`src/common/usart_cfg_defs.svh`:
```
// Register offsets, field positions, reset values and codes of the frame and baud configuration.
`ifndef USART_CFG_DEFS_SVH
`define USART_CFG_DEFS_SVH

// ------------
// Register offsets
// ------------
`define OFS_MULTIPROC 4'h6
`define OFS_FRAME_CTRL 4'h7
`define OFS_BAUD_LOW 4'h8
`define OFS_BAUD_HIGH 4'h9
`define OFS_AUTOBAUD 4'hA
`define OFS_DEBUG 4'hB
`define OFS_IR_EVENT 4'hC
`define OFS_TX_PULSE 4'hD
`define OFS_STATUS 4'hF

// ------------
// Reset values and masks
// ------------
`define FRAME_CTRL_RESET 8'h03
`define SPI_LAYOUT_MASK 8'hC6
`define AUTOBAUD_MASK 8'hC0
`define BIT0_MASK 8'h01
`define ZERO_BYTE 8'h00

// ------------
// Field positions
// ------------
`define MODE_HI 7
`define MODE_LO 6
`define PARITY_EN_BIT 5
`define PARITY_ODD_BIT 4
`define STOP_BIT 3
`define SIZE_HI 2
`define SIZE_LO 0
`define ORDER_BIT 2
`define PHASE_BIT 1
`define WINDOW_HI 7
`define WINDOW_LO 6

// ------------
// Codes and counts
// ------------
`define SIZE_5BIT 3'h0
`define SIZE_6BIT 3'h1
`define SIZE_7BIT 3'h2
`define SIZE_9BIT_LOW 3'h6
`define SIZE_9BIT_HIGH 3'h7
`define RX_MODE_LIN_CONSTRAINED_AUTOBAUD 2'h3
`define SAMPLES_PER_BIT 5'h10
`define SAMPLES_PER_PAIR 8'h20
`define TOL_WINDOW_CODE_ZERO 8'h06
`define TOL_WINDOW_CODE_ONE 8'h05
`define TOL_WINDOW_CODE_TWO 8'h07
`define TOL_WINDOW_CODE_THREE 8'h08
`define BUF_DEPTH 2'h2

`endif

```
`src/common/usart_cfg_pkg.sv`:
```
// Types shared by the frame and baud configuration block and its users.
package usart_cfg_pkg;

    typedef enum logic [1:0] {
        MODE_ASYNC = 2'h0,
        MODE_SYNC = 2'h1,
        MODE_INFRARED = 2'h2,
        MODE_SPI_HOST = 2'h3
    } comm_mode_t;

    typedef struct packed {
        comm_mode_t mode;
        logic parity_en;
        logic parity_odd;
        logic two_stop;
        logic [3:0] char_bits;
        logic nine_high_first;
        logic msb_first;
        logic sample_trailing;
    } frame_cfg_t;

    typedef struct packed {
        logic [3:0] char_bits;
        logic parity_en;
        logic parity_odd;
        logic nine_high_first;
        logic msb_first;
        logic sample_trailing;
    } rx_cfg_t;

    typedef struct packed {
        logic [8:0] data;
        logic [3:0] nbits;
        logic parity_en;
        logic parity;
        logic two_stop;
    } tx_frame_t;

    typedef struct packed {
        logic [3:0] addr;
        logic [7:0] wdata;
        logic wr;
        logic rd;
    } reg_req_t;

endpackage : usart_cfg_pkg

```
`src/usart_frame_baud_config.sv`:
```
// Frame format, baud prescaler, auto-baud window and infrared event configuration block.
`include "usart_cfg_defs.svh"

module usart_frame_baud_config (
    input wire logic CLK,
    input wire logic RSTN,
    input wire logic [3:0] ADDR,
    input wire logic [7:0] WDATA,
    input wire logic WR,
    input wire logic RD,
    output logic [7:0] RDATA,
    input wire logic [1:0] RX_MODE,
    input wire logic DEBUG_HALT,
    input wire logic EVENT_RX,
    output logic IR_RX,
    output logic MULTIPROC_ENABLE,
    output usart_cfg_pkg::frame_cfg_t FRAME_CFG,
    output usart_cfg_pkg::rx_cfg_t RX_CFG,
    output logic [15:0] BAUD_DIVISOR,
    output logic [7:0] TX_PULSE_LENGTH,
    output logic SAMPLE_TICK,
    output logic BIT_TICK,
    output logic HALTED,
    input wire logic [7:0] SYNC_COUNT,
    input wire logic SYNC_VALID,
    output logic SYNC_OK,
    output logic SYNC_ERR,
    input wire logic [8:0] TX_CHAR,
    input wire logic TX_CHAR_VALID,
    output logic TX_CHAR_READY,
    output usart_cfg_pkg::tx_frame_t TX_FRAME,
    output logic TX_FRAME_VALID,
    input wire logic TX_FRAME_READY
);
    import usart_cfg_pkg::*;

    // ------------
    // Helper functions
    // ------------
    function automatic logic [3:0] size_bits(input logic [2:0] code);
        logic [3:0] n;
        n = 4'h8;
        case (code)
            `SIZE_5BIT: n = 4'h5;
            `SIZE_6BIT: n = 4'h6;
            `SIZE_7BIT: n = 4'h7;
            `SIZE_9BIT_LOW, `SIZE_9BIT_HIGH: n = 4'h9;
            default: n = 4'h8;
        endcase
        return n;
    endfunction : size_bits

    function automatic logic [8:0] keep_bits(input logic [8:0] d, input logic [3:0] n);
        logic [8:0] m;
        m = 9'h1FF >> (4'h9 - n);
        return d & m;
    endfunction : keep_bits

    function automatic logic [7:0] flip8(input logic [7:0] d);
        logic [7:0] r;
        r = 8'h00;
        for (int i = 0; i < 8; i++) begin
            r[i] = d[7 - i];
        end
        return r;
    endfunction : flip8

    function automatic logic [7:0] window_tol(input logic [1:0] code);
        logic [7:0] t;
        t = `TOL_WINDOW_CODE_ZERO;
        case (code)
            2'h0: t = `TOL_WINDOW_CODE_ZERO;
            2'h1: t = `TOL_WINDOW_CODE_ONE;
            2'h2: t = `TOL_WINDOW_CODE_TWO;
            2'h3: t = `TOL_WINDOW_CODE_THREE;
            default: t = `TOL_WINDOW_CODE_ZERO;
        endcase
        return t;
    endfunction : window_tol

    // ------------
    // Registers
    // ------------
    logic [7:0] frame_ctrl_reg;
    logic [15:0] baud_reg;
    logic [7:0] autobaud_reg;
    logic run_reg;
    logic ir_event_reg;
    logic multiproc_reg;
    logic [7:0] tx_pulse_reg;
    logic [7:0] rdata_reg;
    logic [7:0] rdata_next;

    wire logic wr_frame = WR && (ADDR == `OFS_FRAME_CTRL);
    wire logic wr_baud_lo = WR && (ADDR == `OFS_BAUD_LOW);
    wire logic wr_baud_hi = WR && (ADDR == `OFS_BAUD_HIGH);
    wire logic wr_baud = wr_baud_lo || wr_baud_hi;
    wire logic wr_autobaud = WR && (ADDR == `OFS_AUTOBAUD);
    wire logic wr_debug = WR && (ADDR == `OFS_DEBUG);
    wire logic wr_ir = WR && (ADDR == `OFS_IR_EVENT);
    wire logic wr_mp = WR && (ADDR == `OFS_MULTIPROC);
    wire logic wr_pulse = WR && (ADDR == `OFS_TX_PULSE);

    // a write that selects SPI mode keeps only the SPI layout fields
    wire logic wr_is_spi = (WDATA[`MODE_HI:`MODE_LO] == MODE_SPI_HOST);
    // SPI layout holds mode, order and phase only
    wire logic [7:0] frame_ctrl_next = wr_is_spi ? (WDATA & `SPI_LAYOUT_MASK) : WDATA;

    // halt only while the debugger halts and run is clear
    wire logic halted = DEBUG_HALT && !run_reg;

    always_ff @(posedge CLK or negedge RSTN) begin
        if (!RSTN) begin
            frame_ctrl_reg <= `FRAME_CTRL_RESET;
        end else if (wr_frame) begin
            frame_ctrl_reg <= frame_ctrl_next;
        end
    end

    // divisor split over low and high byte offsets
    always_ff @(posedge CLK or negedge RSTN) begin
        if (!RSTN) begin
            baud_reg <= 16'h0000;
        end else if (wr_baud_lo) begin
            baud_reg[7:0] <= WDATA;
        end else if (wr_baud_hi) begin
            baud_reg[15:8] <= WDATA;
        end
    end

    always_ff @(posedge CLK or negedge RSTN) begin
        if (!RSTN) begin
            autobaud_reg <= `ZERO_BYTE;
            run_reg <= 1'b0;
            ir_event_reg <= 1'b0;
            multiproc_reg <= 1'b0;
            tx_pulse_reg <= `ZERO_BYTE;
        end else begin
            if (wr_autobaud) autobaud_reg <= WDATA & `AUTOBAUD_MASK;
            if (wr_debug) run_reg <= WDATA[0];
            if (wr_ir) ir_event_reg <= WDATA[0];
            if (wr_mp) multiproc_reg <= WDATA[0];
            if (wr_pulse) tx_pulse_reg <= WDATA;
        end
    end

    // ------------
    // Read port
    // ------------
    logic [1:0] count_reg;
    logic sync_ok_reg;
    logic sync_err_reg;
    logic sync_seen_ok_reg;
    logic sync_seen_err_reg;

    wire logic [7:0] status_word = {3'b000, sync_seen_err_reg, sync_seen_ok_reg, halted,
        count_reg};

    // Unmapped offsets read as zero so software never sees stale bus data.
    always_comb begin
        rdata_next = `ZERO_BYTE;
        case (ADDR)
            `OFS_MULTIPROC: rdata_next = {7'h00, multiproc_reg};
            `OFS_FRAME_CTRL: rdata_next = frame_ctrl_reg;
            `OFS_BAUD_LOW: rdata_next = baud_reg[7:0];
            `OFS_BAUD_HIGH: rdata_next = baud_reg[15:8];
            `OFS_AUTOBAUD: rdata_next = autobaud_reg;
            `OFS_DEBUG: rdata_next = {7'h00, run_reg};
            `OFS_IR_EVENT: rdata_next = {7'h00, ir_event_reg};
            `OFS_TX_PULSE: rdata_next = tx_pulse_reg;
            `OFS_STATUS: rdata_next = status_word;
            default: rdata_next = `ZERO_BYTE;
        endcase
    end

    always_ff @(posedge CLK or negedge RSTN) begin
        if (!RSTN) begin
            rdata_reg <= `ZERO_BYTE;
        end else if (RD) begin
            rdata_reg <= rdata_next;
        end else begin
            rdata_reg <= `ZERO_BYTE;
        end
    end

    // ------------
    // Decoded configuration
    // ------------
    // mode field decode
    wire comm_mode_t mode = comm_mode_t'(frame_ctrl_reg[`MODE_HI:`MODE_LO]);
    wire logic spi_mode = (mode == MODE_SPI_HOST);
    wire logic [2:0] size_code = frame_ctrl_reg[`SIZE_HI:`SIZE_LO];
    frame_cfg_t cfg;

    always_comb begin
        cfg = '0;
        cfg.mode = mode;
        // upper parity bit enables, lower picks odd; reserved code acts as off
        cfg.parity_en = !spi_mode && frame_ctrl_reg[`PARITY_EN_BIT];
        cfg.parity_odd = !spi_mode && frame_ctrl_reg[`PARITY_ODD_BIT];
        // stop bit count for the transmitter
        cfg.two_stop = !spi_mode && frame_ctrl_reg[`STOP_BIT];
        cfg.char_bits = spi_mode ? 4'h8 : size_bits(size_code);
        cfg.nine_high_first = !spi_mode && (size_code == `SIZE_9BIT_HIGH);
        // SPI order bit, MSB first when clear
        cfg.msb_first = spi_mode && !frame_ctrl_reg[`ORDER_BIT];
        // SPI phase bit picks the sampling edge
        cfg.sample_trailing = spi_mode && frame_ctrl_reg[`PHASE_BIT];
    end

    // receiver view carries no stop bit count
    wire rx_cfg_t rx_cfg = '{char_bits: cfg.char_bits, parity_en: cfg.parity_en,
        parity_odd: cfg.parity_odd, nine_high_first: cfg.nine_high_first,
        msb_first: cfg.msb_first, sample_trailing: cfg.sample_trailing};

    // ------------
    // Baud prescaler
    // ------------
    logic [15:0] presc_reg;
    logic [4:0] sample_cnt_reg;
    logic sample_tick_reg;
    logic bit_tick_reg;

    wire logic presc_done = (presc_reg == 16'h0000);
    wire logic last_sample = (sample_cnt_reg == `SAMPLES_PER_BIT - 5'h01);

    // divisor writes restart the prescaler at once
    always_ff @(posedge CLK or negedge RSTN) begin
        if (!RSTN) begin
            presc_reg <= 16'h0000;
        end else if (wr_baud) begin
            presc_reg <= wr_baud_lo ? {baud_reg[15:8], WDATA} : {WDATA, baud_reg[7:0]};
        end else if (!halted) begin
            presc_reg <= presc_done ? baud_reg : presc_reg - 16'h0001;
        end
    end

    // sixteen sample ticks make one bit tick
    always_ff @(posedge CLK or negedge RSTN) begin
        if (!RSTN) begin
            sample_cnt_reg <= 5'h00;
            sample_tick_reg <= 1'b0;
            bit_tick_reg <= 1'b0;
        end else begin
            sample_tick_reg <= !wr_baud && !halted && presc_done;
            bit_tick_reg <= !wr_baud && !halted && presc_done && last_sample;
            if (wr_baud) begin
                sample_cnt_reg <= 5'h00;
            end else if (!halted && presc_done) begin
                sample_cnt_reg <= last_sample ? 5'h00 : sample_cnt_reg + 5'h01;
            end
        end
    end

    // ------------
    // Auto-baud window check
    // ------------
    wire logic [7:0] tol = window_tol(autobaud_reg[`WINDOW_HI:`WINDOW_LO]);
    wire logic in_window = (SYNC_COUNT >= `SAMPLES_PER_PAIR - tol) &&
        (SYNC_COUNT <= `SAMPLES_PER_PAIR + tol);
    // window applies only in LIN-constrained auto-baud
    wire logic sync_check = SYNC_VALID && !halted && (RX_MODE == `RX_MODE_LIN_CONSTRAINED_AUTOBAUD);
    wire logic rd_status = RD && (ADDR == `OFS_STATUS);

    always_ff @(posedge CLK or negedge RSTN) begin
        if (!RSTN) begin
            sync_ok_reg <= 1'b0;
            sync_err_reg <= 1'b0;
            sync_seen_ok_reg <= 1'b0;
            sync_seen_err_reg <= 1'b0;
        end else begin
            // accept counts inside thirty-two plus or minus tolerance
            sync_ok_reg <= sync_check && in_window;
            sync_err_reg <= sync_check && !in_window;
            // The new result wins over a status read that clears the old one.
            sync_seen_ok_reg <= (sync_check && in_window) || (sync_seen_ok_reg && !rd_status);
            sync_seen_err_reg <= (sync_check && !in_window) ||
                (sync_seen_err_reg && !rd_status);
        end
    end

    // ------------
    // Infrared event input
    // ------------
    logic ir_rx_reg;

    // event input feeds the receiver only when enabled in infrared mode
    always_ff @(posedge CLK or negedge RSTN) begin
        if (!RSTN) begin
            ir_rx_reg <= 1'b1;
        end else if (!halted) begin
            ir_rx_reg <= (ir_event_reg && mode == MODE_INFRARED) ? EVENT_RX : 1'b1;
        end
    end

    // ------------
    // Transmit character buffer
    // ------------
    tx_frame_t buf_mem [2];
    logic wr_ptr_reg;
    logic rd_ptr_reg;
    tx_frame_t fmt;

    always_comb begin
        fmt = '0;
        fmt.nbits = cfg.char_bits;
        fmt.data = keep_bits(TX_CHAR, cfg.char_bits);
        // reverse the byte so bit 0 always leaves first
        if (cfg.msb_first) begin
            fmt.data = {1'b0, flip8(TX_CHAR[7:0])};
        end
        fmt.parity_en = cfg.parity_en;
        fmt.parity = (^fmt.data) ^ cfg.parity_odd;
        fmt.two_stop = cfg.two_stop;
    end

    // a halted block neither takes nor gives characters
    wire logic push = TX_CHAR_VALID && TX_CHAR_READY;
    wire logic pop = TX_FRAME_VALID && TX_FRAME_READY;
    assign TX_CHAR_READY = !halted && (count_reg != `BUF_DEPTH);
    assign TX_FRAME_VALID = !halted && (count_reg != 2'h0);

    always_ff @(posedge CLK or negedge RSTN) begin
        if (!RSTN) begin
            wr_ptr_reg <= 1'b0;
            rd_ptr_reg <= 1'b0;
            count_reg <= 2'h0;
        end else begin
            if (push) wr_ptr_reg <= !wr_ptr_reg;
            if (pop) rd_ptr_reg <= !rd_ptr_reg;
            count_reg <= count_reg + {1'b0, push} - {1'b0, pop};
        end
    end

    always_ff @(posedge CLK or negedge RSTN) begin
        if (!RSTN) begin
            buf_mem[0] <= '0;
            buf_mem[1] <= '0;
        end else if (push) begin
            buf_mem[wr_ptr_reg] <= fmt;
        end
    end

    // ------------
    // Outputs
    // ------------
    assign RDATA = rdata_reg;
    assign IR_RX = ir_rx_reg;
    assign MULTIPROC_ENABLE = multiproc_reg;
    assign FRAME_CFG = cfg;
    assign RX_CFG = rx_cfg;
    assign BAUD_DIVISOR = baud_reg;
    assign TX_PULSE_LENGTH = tx_pulse_reg;
    assign SAMPLE_TICK = sample_tick_reg;
    assign BIT_TICK = bit_tick_reg;
    assign HALTED = halted;
    assign SYNC_OK = sync_ok_reg;
    assign SYNC_ERR = sync_err_reg;
    assign TX_FRAME = buf_mem[rd_ptr_reg];

endmodule : usart_frame_baud_config

```
`config.mk`:
```
export PLATFORM = sky130hd
export DESIGN_NAME = usart_frame_baud_config
export DESIGN_NICKNAME = d
export VERILOG_FILES = /design/src/common/usart_cfg_pkg.sv /design/src/usart_frame_baud_config.sv
export VERILOG_INCLUDE_DIRS = /design/src /design/src/common
export SDC_FILE = /design/constraint.sdc
export NUM_CORES = 1
export LEC_CHECK = 0
export ABC_CLOCK_PERIOD_IN_PS = 4300
export CAP_MARGIN = 0
export CORE_MARGIN = 1
export CORE_UTILIZATION = 55
export CTS_BUF_LIST = sky130_fd_sc_hd__clkbuf_2 sky130_fd_sc_hd__clkbuf_4 sky130_fd_sc_hd__clkbuf_8
export DETAILED_ROUTE_END_ITERATION = 8
export DONT_BUFFER_PORTS = 1
export PLACE_DENSITY = 0.79
export SKIP_LAST_GASP = 1
export SYNTH_ARGS = -nofsm -noshare
export SYNTH_HDL_FRONTEND = slang
export SYNTH_SLANG_ARGS = --single-unit
```
`constraint.sdc`:
```
create_clock -name CLK -period 4.3 [get_ports CLK]
set_input_delay 0 -clock CLK [delete_from_list [all_inputs] [get_ports CLK]]
set_output_delay 0 -clock CLK [all_outputs]
set_load 0.005 [all_outputs]
```
### After elaboration in Yosys (flattened, before gate mapping)

Index checks and enable logic that the tools add are counted.

* add/subtract/negate cells: 7
* order comparisons: 5
* equal/unequal tests: 23
* shift-type cells: 1
* muxes and demuxes: 21
* bitwise gates (word level): 5
* reduce and logical (&&, ||, !) cells: 53

Operators with widths (number)
* $mux 16: 8
* $pmux 8 s9: 1
* $logic_and 1x1->1: 33
* $bwmux 32: 1
* $pmux 8 s4: 1
* $eq 4x4->1 const B: 7
* $demux 16 s1: 1
* $logic_not 16->1: 1
* $pmux 4 s4: 1
* $sub 16x1->16 const B: 1
* $mux 5: 3
* $eq 2x2->1 const B: 6
* $and 9x9->9: 1
* $logic_not 1->1: 9
* $mux 9: 1
* $reduce_xor 9->1: 1
* $shr 9x4->9 const A: 1
* $add 6x8->8 const A: 1
* $eq 4x3->1 const B: 2
* $ge 8x8->1: 1
* $le 8x8->1: 1
* $mux 8: 1
* $sub 6x8->8 const A: 1
* $eq 3x3->1 const B: 2
* other kinds (23): 29

* register bits: 109
* bits of input ports: 40
* output and inout bits: 78
* logic and storage cells: 146

### Depth between registers and ports, before layout

* word-level depth: 11
* depth in mapped cells: 14

### Worst setup path after synthesis

OpenSTA, ideal clock, no wires.

* kind: reg2reg
* start: reg frame_ctrl_reg[6]
* end: reg buf_mem[17] (netlist bit)
* library setup time: 0.081 ns
* arrival: 3.105 ns
* data required time: 4.219 ns
* setup slack: 1.113 ns
* stages on the path, launching flop included: 14
* path buffers: 1
* clock period less this slack: 3.187 ns
* cells stage by stage: dfrtp_1 clkbuf_2 a21oi_2 nand2_1 inv_1 o21ai_0 ha_1 inv_1 o311a_1 and4_1 a211o_1 xnor3_1 a21o_1 a31oi_2

RTL lines
* start: declaration: RTL line usart_frame_baud_config.sv:84 `logic [7:0] frame_ctrl_reg;`
* start signal: assignment: RTL line usart_frame_baud_config.sv:114 `` frame_ctrl_reg <= `FRAME_CTRL_RESET; ``
* start signal: assignment: RTL line usart_frame_baud_config.sv:116 `frame_ctrl_reg <= frame_ctrl_next;`
* end signal: indexed assignment: RTL line usart_frame_baud_config.sv:340 `buf_mem[wr_ptr_reg] <= fmt;`
* end: declaration: RTL line usart_frame_baud_config.sv:299 `tx_frame_t buf_mem [2];`

==> results.json <==
{
  "drtPass1Iterations": 5,
  "tritoncts.num_buffers": 9,
  "clock_latency_ps": 390,
  "synth-seq-cells": 109,
  "routabilityCongestion": 0.973,
  "n_antenna_cell": 0,
  "path_clk_slew_ps": 100,
  "worst_slew_margin_rel_pct": 13.9,
  "i_o_pin_cnt": 118,
  "drt-vias-per-instance": 6.37,
  "synth_top_area_share_pct": 43.1,
  "num_vias": 5163,
  "pleak_nw": 2.97,
  "worst_slack_ps": 428,
  "grt_use_total_pct": 29.2,
  "post-synth-top-area-cell": "sky130_fd_sc_hd__dfrtp_1",
  "grt_pass1_vias": 5105,
  "ys.flop_type": "sky130_fd_sc_hd__dfrtp_1",
  "timing.final.crit_period_ps": 3870,
  "synth_cells": 658,
  "timing.setup.tns_ps": 0,
  "routed-wl-met3_um": 1680,
  "timing.critical_path.slowest_stage_cell": "sky130_fd_sc_hd__dfrtp_1",
  "globalRouteOverflowTotal": 0,
  "synth_async_reset_ratio_pct": 100,
  "syn_area_per_cell_um2": 9.35,
  "floorplan_die_width_um": 108,
  "starting_utilization_of_the_core_area_pct": 56.5,
  "yosys-top-cells-count": "114 x sky130_fd_sc_hd__nand2_1, 106 x sky130_fd_sc_hd__dfrtp_1, 51 x sky130_fd_sc_hd__o21ai_0, 46 x sky130_fd_sc_hd__mux2_2, 42 x sky130_fd_sc_hd__nor2_1",
  "worst_path_most_repeated_cell": "sky130_fd_sc_hd__inv_1",
  "numClockSinks": 109,
  "synth_enable_flop_cells": 0,
  "critPathRequiredTime_ps": 4610,
  "fmax_mhz": 258,
  "post_dp_cell_area_um2": 6110,
  "worstPathBufferInverterCount": 2,
  "ctsResizeCount": 0,
  "ctsRootBufferMaster": "sky130_fd_sc_hd__clkbuf_8",
  "crit_arrival_ps": 4180,
  "max_incr_delay_on_cp_ps": 550,
  "die_height_um": 108,
  "final_max_slew_viol_count": 0,
  "hold_class": "primary input to flip-flop",
  "yosysSeqAreaShare_pct": 44.4,
  "result_of_the_run": "complete, no violations",
  "post-place-ws_ps": 544,
  "finish.net_count": 727,
  "critPathMaxFanout": 10,
  "port_buffers": 0,
  "setup.worst_path.end_class": "flip-flop",
  "powerDensity_nw_per_um2": 519,
  "routed.top_layer": "met4",
  "drive_above_1_share_pct": 12.1,
  "drtIter0Drc": 475,
  "placementRows": 38,
  "ir_drop_v": 0.000336,
  "path_delay_family": "compound AO/OA/AOI/OAI gates",
  "synthesis.nets": 719,
  "crit_path_start_kind": "flip-flop",
  "yosys_warnings": 0,
  "endpoints_failing_hold": 0,
  "tritoncts": "done",
  "clock_path_buffers": 2,
  "path_cells": "a21oi_2 -> nand2_1 -> inv_1 -> o21ai_0 -> ha_1 -> inv_1 -> o311a_1 -> and4_1 -> a211o_1 -> xnor3_1 -> a21o_1 -> a31oi_2",
  "synthMostInstantiatedCell": "sky130_fd_sc_hd__nand2_1",
  "dp.final_hpwl_um": 11200,
  "timing.final.crit_share_pct": 90.0,
  "area.growth.synth_to_final_pct": 8.93,
  "synth.lib_cells_used.distinct": 69,
  "grt_max_degree": 110,
  "fill_cells": 896,
  "die_area_um2": 11600,
  "drc_markers": 0,
  "critical_path_class": "flip-flop to flip-flop",
  "max_cap_viol_count": 0,
  "fin_skew_ps": 13.5,
  "drt-wirelength-per-cell_um": 20.2,
  "detail_route.wirelength_um": 16400,
  "post_synth_main_area_contributors": "sky130_fd_sc_hd__dfrtp_1 43%, sky130_fd_sc_hd__mux2_2 8.4%, sky130_fd_sc_hd__nand2_1 7.0%, sky130_fd_sc_hd__ha_1 4.3%, sky130_fd_sc_hd__o21ai_0 4.1%",
  "finalSetupViolCount": 0,
  "cts_hold_repair.buffers": 40,
  "wl_met2_um": 7870,
  "postLayoutCellArea_um2": 6700,
  "detail_route.wirelength.met1_um": 6340,
  "number_of_flip_flops_in_the_largest_register": 32,
  "number_of_antenna_violations_at_the_first_check_in_global_routing": 0,
  "rsz0062_at_grt": "false",
  "antenna_violating_nets_post_route": 0,
  "timing_worst_slew_pin_value_ps": 1290,
  "floorplan_core_area_um2": 10900,
  "postCtsSetupRepairBufs": 0,
  "syn_area_um2": 6150,
  "h-tree-depth": 3,
  "grt_first_pass_wirelength_um": 26000
}
-- layout make-up --
cell class,count,area [µm²],area share (%)
Multi-Input combinational cell,479,3090,46.1
Sequential cell,109,2730,40.8
Timing Repair Buffer,44,448,6.69
Tap cell,140,175,2.61
Clock buffer,11,145,2.17
Inverter,23,86.3,1.29
Clock inverter,5,27.5,0.411
-- worst register-to-register path, stage by stage (launching register included) --
cell and delay (ps):
sky130_fd_sc_hd__dfrtp_1 550, sky130_fd_sc_hd__a21oi_2 300, sky130_fd_sc_hd__nand2_1 210, sky130_fd_sc_hd__inv_1 270, sky130_fd_sc_hd__o21ai_0 290, sky130_fd_sc_hd__ha_1 450, sky130_fd_sc_hd__inv_1 100, sky130_fd_sc_hd__o311a_1 390
sky130_fd_sc_hd__and4_1 210, sky130_fd_sc_hd__a211o_1 280, sky130_fd_sc_hd__xnor3_1 400, sky130_fd_sc_hd__a21o_1 190, sky130_fd_sc_hd__a31oi_2 160
-- metrics by stage --
stage | hold WS [ps] | power [mW] | std cells | utilization [%]
after floorplan | -296 | 2.58 | 658 | -
after global placement | -293 | 2.74 | 755 | 56.1
after detailed placement | -293 | 2.83 | 755 | 56.1
after CTS | 1.78 | 3.47 | 811 | 61.5
after global routing | 37.2 | 3.69 | 811 | 61.5
final | 14.8 | 3.48 | 811 | 61.5
-- report_power, final --
part	total, mW	internal, mW	switching [mW]
registers	1.67	1.33	0.346
clock network	0.577	0.229	0.347
logic	1.23	0.568	0.660
total	3.48	2.12	1.35
-- layer usage --
metal / GRT usage (%) / up-vias
met4: 11.5 / 0
li1: - / 2332
met2: 48.4 / 263
met5: 0 / -
met3: 9.38 / 40
met1: 35.3 / 2528
-- final timing paths --
path | from | end | slack (ps) | cells past startpoint
setup / recovery | frame_ctrl_reg[6]$_DFFE_PN0P_ | buf_mem[17]$_DFFE_PN0P_ | 430 | 12
hold / removal | ADDR[1] | MULTIPROC_ENABLE$_DFFE_PN0P_ | 10 | 3
setup reg to reg | frame_ctrl_reg[6]$_DFFE_PN0P_ | buf_mem[17]$_DFFE_PN0P_ | 430 | 12
hold reg to reg | sample_cnt_reg[4]$_DFFE_PN0P_ | BIT_TICK$_DFF_PN0_ | 480 | 1
max in group asynchronous | RSTN | frame_ctrl_reg[0]$_DFFE_PN1P_ | 3680 | 2
min in group asynchronous | RSTN | buf_mem[3]$_DFFE_PN0P_ | 210 | 2
-- kinds of logic after synthesis --
family,after synthesis,synth area share (%)
compound gates,162,16.7
xor+xnor,14,2.44
fa+ha+maj,21,4.27
buf+inv,70,5.41
flops,109,44.4
mux,51,9.32
other cells,1,0.0610
simple gates,230,17.4
-- placed cells by master, fill, tap and decap left out, drive strengths merged, types with 4 or more instances in the layout --
| cell type | count |
|---|---|
| a21o | 4 |
| a21oi | 36 |
| a22o | 5 |
| a22oi | 18 |
| a31oi | 14 |
| and2 | 5 |
| buf | 5 |
| clkbuf | 11 |
| clkinv | 5 |
| dfrtp | 106 |
| dlygate4sd3 | 39 |
| ha | 21 |
| inv | 22 |
| mux2 | 47 |
| mux2i | 4 |
| nand2 | 115 |
| nand2b | 8 |
| nand3 | 9 |
| nor2 | 44 |
| nor2b | 5 |
| nor3 | 11 |
| o21ai | 51 |
| o22a | 4 |
| or3 | 5 |
| xnor2 | 6 |
| xor2 | 6 |
No activity file was read; power rests on OpenSTA's default activity.
